`src/verilog/dog_pkg.sv`:
```
// package: watchdog constants, timeout table and mode type
package dog_pkg;

	// ************************************************************
	// widths and reset values
	// ************************************************************
	localparam int         COUNT_W              = 20;
	localparam int         OSC_FREQ_KHZ         = 128;
	localparam int         SHORTEST_TIMEOUT_MS  = 1;
	localparam int         LONGEST_TIMEOUT_S    = 8;
	localparam logic [2:0] UNLOCK_CYCLES        = 3'h4;
	localparam logic [2:0] UNLOCK_IDLE          = 3'h0;
	localparam logic [3:0] TIMEOUT_SELECT_RESET = 4'h0;
	localparam logic [2:0] BROWNOUT_OFF_CODE    = 3'h7;

	// ************************************************************
	// terminal counts (oscillator cycles minus one)
	// ************************************************************
	localparam logic [COUNT_W-1:0] TC_2K    = 20'h007ff;
	localparam logic [COUNT_W-1:0] TC_4K    = 20'h00fff;
	localparam logic [COUNT_W-1:0] TC_8K    = 20'h01fff;
	localparam logic [COUNT_W-1:0] TC_16K   = 20'h03fff;
	localparam logic [COUNT_W-1:0] TC_32K   = 20'h07fff;
	localparam logic [COUNT_W-1:0] TC_64K   = 20'h0ffff;
	localparam logic [COUNT_W-1:0] TC_128K  = 20'h1ffff;
	localparam logic [COUNT_W-1:0] TC_256K  = 20'h3ffff;
	localparam logic [COUNT_W-1:0] TC_512K  = 20'h7ffff;
	localparam logic [COUNT_W-1:0] TC_1024K = 20'hfffff;
	localparam logic [COUNT_W-1:0] TC_1K    = 20'h003ff;
	localparam logic [COUNT_W-1:0] TC_512   = 20'h001ff;
	localparam logic [COUNT_W-1:0] TC_256   = 20'h000ff;
	localparam logic [COUNT_W-1:0] TC_128   = 20'h0007f;

	// ************************************************************
	// operating modes
	// ************************************************************
	typedef enum logic [3:0] {
		MODE_STOPPED  = 4'h1,
		MODE_IRQ      = 4'h2,
		MODE_RESET    = 4'h4,
		MODE_COMBINED = 4'h8
	} dog_mode_t;

endpackage : dog_pkg

```
`src/verilog/dog_timeout_decode.sv`:
```
// module: timeout_select to terminal count decoder
module dog_timeout_decode (
	// selection
	input  wire logic [3:0]                  timeout_select,
	// decoded count
	output logic      [dog_pkg::COUNT_W-1:0] terminal_count
);
	import dog_pkg::*;

	// ************************************************************
	// decode
	// ************************************************************
	always_comb begin
		case (timeout_select)
			4'h0:    terminal_count = TC_2K;
			4'h1:    terminal_count = TC_4K;
			4'h2:    terminal_count = TC_8K;
			4'h3:    terminal_count = TC_16K;
			4'h4:    terminal_count = TC_32K;
			4'h5:    terminal_count = TC_64K;
			4'h6:    terminal_count = TC_128K;
			4'h7:    terminal_count = TC_256K;
			4'h8:    terminal_count = TC_512K;
			4'h9:    terminal_count = TC_1024K;
			4'ha:    terminal_count = TC_1K;
			4'hb:    terminal_count = TC_512;
			4'hc:    terminal_count = TC_256;
			4'hd:    terminal_count = TC_128;
			default: terminal_count = TC_1024K;
		endcase
	end

endmodule : dog_timeout_decode

```
`src/verilog/ref_power_enable.sv`:
```
// module: bandgap and internal reference power enable
module ref_power_enable (
	// clock and reset
	input  wire logic       ref_clk,
	input  wire logic       reset,
	// reference users
	input  wire logic [2:0] brownout_level_fuse,
	input  wire logic       ref_select_hi,
	input  wire logic       comparator_bandgap_sel,
	input  wire logic       adc_enable,
	// power control
	output logic            bandgap_enable
);
	import dog_pkg::*;

	logic need_ref;

	// ************************************************************
	// enable
	// ************************************************************
	assign need_ref = (brownout_level_fuse != BROWNOUT_OFF_CODE) | ref_select_hi |
	                  comparator_bandgap_sel | adc_enable;

	always_ff @(posedge ref_clk) begin
		if (reset) begin
			bandgap_enable <= 1'b0;
		end else begin
			bandgap_enable <= need_ref;
		end
	end
endmodule : ref_power_enable

```
`src/verilog/watchdog_timer_with_ref_enable.sv`:
```
// module: watchdog timer with timed unlock and reference enable
//
// Contract
// - counter advances on each 128 kHz oscillator tick, held at zero while stopped
// - restart zeroes counter, else time-out acts
// - interrupt mode requests irq, able to wake
// - reset mode asserts system reset at time-out
// - combined mode: irq first, then reset
// - fuse forces reset on, irq enable off
// - four-cycle window accepts reset_enable and select
// - watchdog stays enabled after its own reset
// - time-outs from about 1 ms to 8 s
// - reference powered whenever any user needs it
// - cause flag holds reset_enable_bit at one
// - change_unlock_bit self-clears after four cycles
// - four-bit select decodes 128 to 1048576 cycles
// - vector clears flag, and irq enable only while reset_enable_bit is set
module watchdog_timer_with_ref_enable (
	// clock and reset
	input  wire logic                         ref_clk,
	input  wire logic                         reset,
	// oscillator and core events
	input  wire logic                         osc_tick,
	input  wire logic                         restart_pulse,
	input  wire logic                         vector_ack,
	input  wire logic                         always_on_fuse,
	// control register write
	input  wire logic                         wr_strobe,
	input  wire logic                         wr_irq_flag_clear,
	input  wire logic                         wr_irq_enable,
	input  wire logic                         wr_change_unlock,
	input  wire logic                         wr_reset_enable,
	input  wire logic [3:0]                   wr_timeout_select,
	// reset cause
	input  wire logic                         cause_flag_clear,
	// reference users
	input  wire logic [2:0]                   brownout_level_fuse,
	input  wire logic                         ref_select_hi,
	input  wire logic                         comparator_bandgap_sel,
	input  wire logic                         adc_enable,
	// status
	output logic                              reset_enable_bit,
	output logic                              irq_enable_bit,
	output logic                              change_unlock_bit,
	output logic      [3:0]                   timeout_select,
	output logic                              dog_irq_flag,
	output logic                              dog_reset_cause_flag,
	output logic      [dog_pkg::COUNT_W-1:0]  dog_counter,
	// actions
	output logic                              dog_irq_request,
	output logic                              system_reset_out,
	output logic                              bandgap_enable
);
	import dog_pkg::*;

	// ************************************************************
	// declarations
	// ************************************************************
	logic [COUNT_W-1:0] terminal_count;
	logic [2:0]         unlock_cnt_reg;
	logic [2:0]         unlock_cnt_next;
	dog_mode_t          mode;
	logic               window_open;
	logic               unlock_start;
	logic               window_write;
	logic               running;
	logic               timeout_hit;
	logic               irq_set;
	logic               fire_reset;

	// ************************************************************
	// sub-blocks
	// ************************************************************
	dog_timeout_decode u_decode (
		.timeout_select (timeout_select),
		.terminal_count (terminal_count)
	);

	ref_power_enable u_ref (
		.ref_clk                (ref_clk),
		.reset                  (reset),
		.brownout_level_fuse    (brownout_level_fuse),
		.ref_select_hi          (ref_select_hi),
		.comparator_bandgap_sel (comparator_bandgap_sel),
		.adc_enable             (adc_enable),
		.bandgap_enable         (bandgap_enable)
	);

	// ************************************************************
	// mode selection
	// ************************************************************
	always_comb begin
		if (always_on_fuse) begin
			mode = MODE_RESET;
		end else if (reset_enable_bit && irq_enable_bit) begin
			mode = MODE_COMBINED;
		end else if (reset_enable_bit) begin
			mode = MODE_RESET;
		end else if (irq_enable_bit) begin
			mode = MODE_IRQ;
		end else begin
			mode = MODE_STOPPED;
		end
	end

	assign running     = (mode != MODE_STOPPED);
	assign timeout_hit = running && osc_tick && !restart_pulse && (dog_counter == terminal_count);

	// ************************************************************
	// time-out action
	// ************************************************************
	always_comb begin
		irq_set    = 1'b0;
		fire_reset = 1'b0;
		case (mode)
			MODE_IRQ: begin
				irq_set = timeout_hit;
			end
			MODE_RESET: begin
				fire_reset = timeout_hit;
			end
			MODE_COMBINED: begin
				if (dog_irq_flag) begin
					fire_reset = timeout_hit;
				end else begin
					irq_set = timeout_hit;
				end
			end
			default: begin
				irq_set    = 1'b0;
				fire_reset = 1'b0;
			end
		endcase
	end

	// ************************************************************
	// watchdog counter
	// ************************************************************
	always_ff @(posedge ref_clk) begin
		if (reset) begin
			dog_counter <= '0;
		end else if (restart_pulse || timeout_hit || !running) begin
			dog_counter <= '0;
		end else if (osc_tick) begin
			dog_counter <= dog_counter + 20'h00001;
		end
	end

	// ************************************************************
	// system reset pulse and cause flag
	// ************************************************************
	always_ff @(posedge ref_clk) begin
		if (reset) begin
			system_reset_out <= 1'b0;
		end else begin
			system_reset_out <= fire_reset;
		end
	end

	always_ff @(posedge ref_clk) begin
		if (reset) begin
			dog_reset_cause_flag <= 1'b0;
		end else if (fire_reset) begin
			dog_reset_cause_flag <= 1'b1;
		end else if (cause_flag_clear) begin
			dog_reset_cause_flag <= 1'b0;
		end
	end

	// ************************************************************
	// timed unlock sequence
	// ************************************************************
	assign unlock_start = wr_strobe && wr_change_unlock && wr_reset_enable;
	assign window_open  = (unlock_cnt_reg != UNLOCK_IDLE);
	assign window_write = wr_strobe && window_open && !wr_change_unlock;

	always_comb begin
		if (unlock_start) begin
			unlock_cnt_next = UNLOCK_CYCLES;
		end else if (window_write || !window_open) begin
			unlock_cnt_next = UNLOCK_IDLE;
		end else begin
			unlock_cnt_next = unlock_cnt_reg - 3'h1;
		end
	end

	always_ff @(posedge ref_clk) begin
		if (reset) begin
			unlock_cnt_reg <= UNLOCK_IDLE;
		end else begin
			unlock_cnt_reg <= unlock_cnt_next;
		end
	end

	always_ff @(posedge ref_clk) begin
		if (reset) begin
			change_unlock_bit <= 1'b0;
		end else begin
			change_unlock_bit <= (unlock_cnt_next != UNLOCK_IDLE);
		end
	end

	// ************************************************************
	// reset enable
	// ************************************************************
	always_ff @(posedge ref_clk) begin
		if (reset) begin
			reset_enable_bit <= 1'b0;
		end else if (always_on_fuse || dog_reset_cause_flag || fire_reset) begin
			reset_enable_bit <= 1'b1;
		end else if (window_write) begin
			reset_enable_bit <= wr_reset_enable;
		end else if (wr_strobe && wr_reset_enable) begin
			reset_enable_bit <= 1'b1;
		end
	end

	// ************************************************************
	// timeout select
	// ************************************************************
	always_ff @(posedge ref_clk) begin
		if (reset || fire_reset) begin
			timeout_select <= TIMEOUT_SELECT_RESET;
		end else if (window_write) begin
			timeout_select <= wr_timeout_select;
		end
	end

	// ************************************************************
	// interrupt enable and flag
	// ************************************************************
	always_ff @(posedge ref_clk) begin
		if (reset || always_on_fuse || fire_reset) begin
			irq_enable_bit <= 1'b0;
		end else if (wr_strobe && wr_irq_enable) begin
			irq_enable_bit <= 1'b1;
		end else if (vector_ack && reset_enable_bit) begin
			irq_enable_bit <= 1'b0;
		end else if (wr_strobe) begin
			irq_enable_bit <= 1'b0;
		end
	end

	always_ff @(posedge ref_clk) begin
		if (reset || fire_reset) begin
			dog_irq_flag <= 1'b0;
		end else if (irq_set) begin
			dog_irq_flag <= 1'b1;
		end else if (vector_ack || (wr_strobe && wr_irq_flag_clear)) begin
			dog_irq_flag <= 1'b0;
		end
	end

	// level request, needs no clock to reach the wake logic
	assign dog_irq_request = dog_irq_flag && irq_enable_bit;
endmodule : watchdog_timer_with_ref_enable

```
`config.mk`:
```
export PLATFORM = sky130hd
export DESIGN_NAME = watchdog_timer_with_ref_enable
export DESIGN_NICKNAME = d
export VERILOG_FILES = /design/src/verilog/dog_pkg.sv /design/src/verilog/dog_timeout_decode.sv /design/src/verilog/ref_power_enable.sv /design/src/verilog/watchdog_timer_with_ref_enable.sv
export SDC_FILE = /design/constraint.sdc
export NUM_CORES = 1
export LEC_CHECK = 0
export BUFFER_PORTS_ARGS = -buffer_cell sky130_fd_sc_hd__buf_2
export CAP_MARGIN = 20
export CORE_MARGIN = 8
export CORE_UTILIZATION = 56
export DETAILED_ROUTE_END_ITERATION = 8
export PLACE_DENSITY = 0.84
export SLEW_MARGIN = 15
export SYNTH_ARGS = -nofsm -noshare
export SYNTH_HDL_FRONTEND = slang
export SYNTH_SLANG_ARGS = --single-unit
```
`constraint.sdc`:
```
create_clock -name ref_clk -period 4.8 [get_ports ref_clk]
set_clock_uncertainty 0.2 [all_clocks]
set_input_delay 0.72 -clock ref_clk [delete_from_list [all_inputs] [get_ports ref_clk]]
set_output_delay 0.72 -clock ref_clk [all_outputs]
set_load 0.01 [all_outputs]
```
* Word-level counts from Yosys, hierarchy flattened
Memories as Yosys holds them, arrays and structs flattened. A register that Yosys moved wholly into a read port is not among the register bits.
Index checks and enable logic that the tools add are counted.
** Operators by class
- Equality and inequality tests :: 6
- Mux-type cells :: 22
- Reduce and logical (&&, ||, !) cells :: 33
- $add $sub $neg :: 2
- Bitwise operators :: 3
** Operator list (number)
- $add A20 B1 Y20 const B :: 1
- $eq A20 B20 Y1 :: 1
- $mux W4 :: 4
- $logic_and A1 B1 Y1 :: 13
- $mux W1 :: 12
- $reduce_bool A3 Y1 :: 4
- $logic_or A1 B1 Y1 :: 9
- $mux W3 :: 3
- $eq A4 B2 Y1 const B :: 1
- $eq A4 B3 Y1 const B :: 1
- $eq A4 B4 Y1 const B :: 1
- $logic_not A1 Y1 :: 4
- $ne A4 B1 Y1 const B :: 1
- $pmux W1 S2 :: 2
- $reduce_bool A2 Y1 :: 2
- $ne A3 B3 Y1 const B :: 1
- $or A1 B1 Y1 :: 3
- $sub A3 B1 Y3 const B :: 1
- $mux W2 :: 1
- $reduce_or A2 Y1 :: 1
** Storage, ports and cells
- Memory bits (read-only) :: 208
- Bits in registers :: 34
- Memories kept :: 1
** Memory list
- (name not given) :: depth 16, width 13, read ports 1, clocked after memory_dff 1, wr ports 0, RTL line dog_timeout_decode.sv:14 : case (timeout_select)

* Logic depth before layout (Yosys ltp)
- Word-level depth :: 12
- Gate-level depth with buffers :: 11
- Gate-level depth less buffers :: 9

* Cells and area by module
Synthesis repeated with hierarchy kept, for this count alone.
** Second synthesis, totals
- Cell total of the unflattened synthesis :: 223
- Area, all modules :: 1948.1 µm²
** By module, submodules not included
- watchdog_timer_with_ref_enable :: area each 1669.1 µm², sequential area each 660.6 µm², cells an instance 185, instances 1
- dog_timeout_decode :: area each 237.7 µm², sequential area each 0.0 µm², cells an instance 35, instances 1
- ref_power_enable :: area each 41.3 µm², sequential area each 20.0 µm², cells an instance 3, instances 1

* Least setup slack after synthesis
OpenSTA, ideal clock, no wires.
- Path type :: in2reg
- Start point :: input always_on_fuse
- End point :: register, netlist name u_decode.terminal_count[17]
- Cell stages on the path :: 9
- Path buffers :: 1
- Arrival :: 2.590 ns
- Required time :: 4.542 ns
- Library setup time :: 0.058 ns
- Slack :: 1.952 ns
- Cells stage by stage :: nor3_1 -> or4_4 -> nor4_4 -> a21oi_2 -> buf_2 -> nand2_1 -> ha_1 -> nor2_1 -> o21a_1
** On the way
- Cells in the longest elaborated chain, start to end :: 9
- Elaborated cells between the ends (all ways) :: 11
** Ends and longest elaborated chain
- start, declared :: RTL line watchdog_timer_with_ref_enable.sv:26 : input wire logic always_on_fuse,
- $mux W4 * :: RTL line watchdog_timer_with_ref_enable.sv:93 : if (always_on_fuse) begin
- $ne A4 B1 Y1 :: RTL line watchdog_timer_with_ref_enable.sv:106 : assign running = (mode != MODE_STOPPED);
- $logic_and A1 B1 Y1 (3 in a row) :: RTL line watchdog_timer_with_ref_enable.sv:107 : assign timeout_hit = running && osc_tick && !restart_pulse && (dog_counter == terminal_count);
- $mux W1 :: RTL line watchdog_timer_with_ref_enable.sv:123 : if (dog_irq_flag) begin
- $pmux W1 S2 * :: RTL line watchdog_timer_with_ref_enable.sv:115 : case (mode)
- $logic_or A1 B1 Y1 * :: RTL line watchdog_timer_with_ref_enable.sv:222 : if (reset || fire_reset) begin
- $mux W4 (no source line) *
Every way passes the cells marked *; elsewhere a longest branch is shown, timed or not.
A chain may end at the register's enable or synchronous reset.

* Final worst setup path
- Start point :: input always_on_fuse
- End point :: register, netlist name u_decode.terminal_count[17]
** On the way
- Cells in the longest elaborated chain, start to end :: 9
- Elaborated cells between the ends (all ways) :: 11
** Ends and longest elaborated chain (RTL line)
- $mux W4 * :: watchdog_timer_with_ref_enable.sv:93
- $ne A4 B1 Y1 :: watchdog_timer_with_ref_enable.sv:106
- $logic_and A1 B1 Y1 (3 in a row) :: watchdog_timer_with_ref_enable.sv:107
- $mux W1 :: watchdog_timer_with_ref_enable.sv:123
- $pmux W1 S2 * :: watchdog_timer_with_ref_enable.sv:115
- $logic_or A1 B1 Y1 * :: watchdog_timer_with_ref_enable.sv:222
- $mux W4 (no source line) *
Marks and branches as above.

==> out/metrics.csv <==
stage;metric;value;unit
placement;DP Area;2420;µm²
critical_path;Register-to-Register Path Depth;9;
synth;Async SR Flop Fraction;0;%
synth;number of synthesized flops with an enable pin;0;
timing;FMAX;0.356;GHz
drt;Met3 Wirelength;259;µm
clock_tree;CTS Root Cell;clkbuf_8;
clock_tree;CTS buffer count;5;
timing;Tmin final;2.81;ns
critical_path;critical path startpoint category;input port;
pwr;PwrDens;273;nW/µm²
drt;routed wl met2;1950;µm
critical_path;Crit Path Category;input port to register;
timing;Max Slew Vio Count;0;
critical_path;Critical Path Fanout Max;15;
global_route;number of global-route vias before repair;1691;
timing;Slew @ Worst Pin;0.682;ns
floorplan;die area;6030;µm²
clock_tree;Resized cells post-CTS;0;
timing;final setup fails;0;
clock_tree;H-tree lvl count;2;
pwr;peak supply drop;0.188;mV
finish;Area Growth Syn to Fin;17.2;%
drt;DRC violations left;0;
floorplan;initial core utilization;58.1;%
global_route;first-pass GRT wire length;7450;µm
drt;DR vias;1660;
timing;hold slack final;0.321;ns
finish;Biggest register;dog_counter;
timing;Final period util;58.5;%
clock_tree;hold_buf cts;0;
global_route;antenna violations before repair;0;
synth;Synthesis Warnings;0;
clock_tree;Post-CTS Setup Bufs;0;
synth;Most used DFF post-synth;dfxtp_1;
floorplan;Core Area;3660;µm²
floorplan;Boundary Pins;54;
finish;max FFs per register;20;
critical_path;Reg2Reg Launch Point;unlock_cnt_reg[0]$_SDFF_PP0_;
synth;Yosys cell types;40;
pwr;static leakage;1.03;nW
synth;#FFs+latches synth;47;
floorplan;die extent in x;77.7;µm
job;Max Cap Violations;0;
drt;WL met1;1880;µm
clock_tree;worst-skew pair later-pin latency;0.29;ns
drt;top sig layer;met4;
synth;synthesized area;2130;µm²
clock_tree;clock sinks;47;
finish;Layout Utilization;68.1;%
clock_tree;TritonCTS clock tree;yes;
global_route;GRT Resource Usage Total;14.5;%
floorplan;row count;22;
timing;RSZ-0062 raised after global routing;no;
critical_path;Critical path destination;u_decode.terminal_count[17]$_DFF_P_;
critical_path;crit end category;register;
critical_path;worst setup path start;always_on_fuse;
placement;DP Cell Count;319;
clock_tree;clock transition at the registers of the reported paths;0.07;ns
placement;Final HPWL DP;3300;µm
global_route;gr ovfl total;0;
placement;# port buffers;53;
finish;layout cells sized above 1;23.8;%
hold_path;worst hold path type;register to register;
outcome;status;finished clean;
finish;Final Non-Filler Cells;325;
critical_path;worst endpoint required time;4.83;ns
placement;Placer Congestion;0.821;
global_route;largest net degree at the start of global routing;21;
floorplan;Die H;77.7;µm
clock_tree;Longest Clk Path Bufs;2;
critical_path;RR Endpoint;u_decode.terminal_count[17]$_DFF_P_;
finish;NumNets Final;305;
synth;syn nets;251;
finish;design area;2490;µm²
synth;Avg Cell Area, Syn;9.50;µm²
timing;relative slew slack;53.2;%
drt;Wirelength per Cell;12.7;µm
critical_path;Worst Path Arrival;2.84;ns
synth;Seq/Total Area, Yosys;44.2;%
drt;Routed Wire Length;4140;µm
synth;post-synthesis cell count;224;
drt;Initial DRT Pass Iterations;4;
critical_path;flop2flop setup slack;2.07;ns
drt;post-route antenna net violation count;0;
finish;ant diodes;0;
timing;final hold violation count;0;
drt;routed vias/inst;5.11;
drt;First DRT Iteration DRCs;64;
timing;post-route setup TNS;0;ns
[worst max-delay path, cell delays in order]
cell and delay, ns:
buf_2 0.12, nor3_1 0.06, or4_4 0.53, nor4_4 0.44
a21oi_2 0.24, nand2b_1 0.13, ha_1 0.27, nor2_1 0.18
o21a_1 0.15
[cells in the mapped netlist, types with 5 or more instances]
library cell / number / share of area [%]
and2_1: 6 / 1.8
and3_1: 5 / 1.5
dfxtp_1: 47 / 44
ha_1: 5 / 2.9
mux2i_1: 6 / 2.8
nand2_1: 14 / 2.5
nand2b_1: 6 / 1.8
nand3_1: 6 / 1.4
nand4_1: 9 / 2.6
nor2_1: 28 / 4.9
nor2b_1: 9 / 2.6
xnor2_1: 19 / 7.8
xor2_1: 13 / 5.3
[through the flow]
step	worst slack, ns	total power, mW
3_3_place_gp	1.77	0.480
6_report	1.99	0.682
2_1_floorplan	1.95	0.460
5_1_grt	1.83	0.719
4_1_cts	2.00	0.692
3_5_place_dp	1.71	0.482
[where the power goes]
group / leakage, nW / internal (mW) / switching (mW)
Combinational: 0.609 / 0.0311 / 0.0349
Sequential: 0.381 / 0.401 / 0.00578
Clock: 0.0371 / 0.0971 / 0.113
[logic make-up (layout without fill, tap and decap cells)]
group                      after synthesis  after routing  synth area share (%)
DFF                                     47             47                  44.2
adders and majority gates                5              5                  2.94
AOI/OAI and AO/OA                       20             20                  6.88
xor gates and xnor gates                32             32                  13.2
buffers and inverters                   10             63                  2.17
muxes                                    9              9                  4.41
and+or+nand+nor                        101            101                  26.2
[per-layer routing]
| metal | global-route usage, % | up-vias |
|---|---|---|
| li1 | - | 869 |
| met1 | 16.8 | 747 |
| met2 | 23.9 | 38 |
| met3 | 5.76 | 6 |
| met4 | 4.34 | 0 |
| met5 | 0 | - |
[layout by cell type (no fill, tap or decap), types with 6 or more instances in the layout]
master     n
and2_1     6
buf_2     53
dfxtp_1   47
mux2i_1    6
nand2_1   14
nand2b_1   6
nand3_1    6
nand4_1    9
nor2_1    28
nor2b_1    9
xnor2_1   19
xor2_1    13
[how the worst min path moves through the flow]
stage,from,endpoint,depth (start not counted)
after floorplan,unlock_cnt_reg[0]$_SDFF_PP0_,unlock_cnt_reg[0]$_SDFF_PP0_,2
after global placement,dog_reset_cause_flag$_SDFFE_PP0P_,dog_reset_cause_flag$_SDFFE_PP0P_,2
after detailed placement,dog_reset_cause_flag$_SDFFE_PP0P_,dog_reset_cause_flag$_SDFFE_PP0P_,2
after CTS,dog_reset_cause_flag$_SDFFE_PP0P_,dog_reset_cause_flag$_SDFFE_PP0P_,2
after global routing,dog_reset_cause_flag$_SDFFE_PP0P_,dog_reset_cause_flag$_SDFFE_PP0P_,2
final,dog_reset_cause_flag$_SDFFE_PP0P_,dog_reset_cause_flag$_SDFFE_PP0P_,2
[cell type report]
class	instances	area (µm²)
repair buffers	53	265
fillers	303	1170
multi-input cells	167	1140
inverters	4	15.0
flip-flops and latches	47	941
clock buffers	6	72.6
well taps	48	60.1
Power figures use the tool's default switching activity.
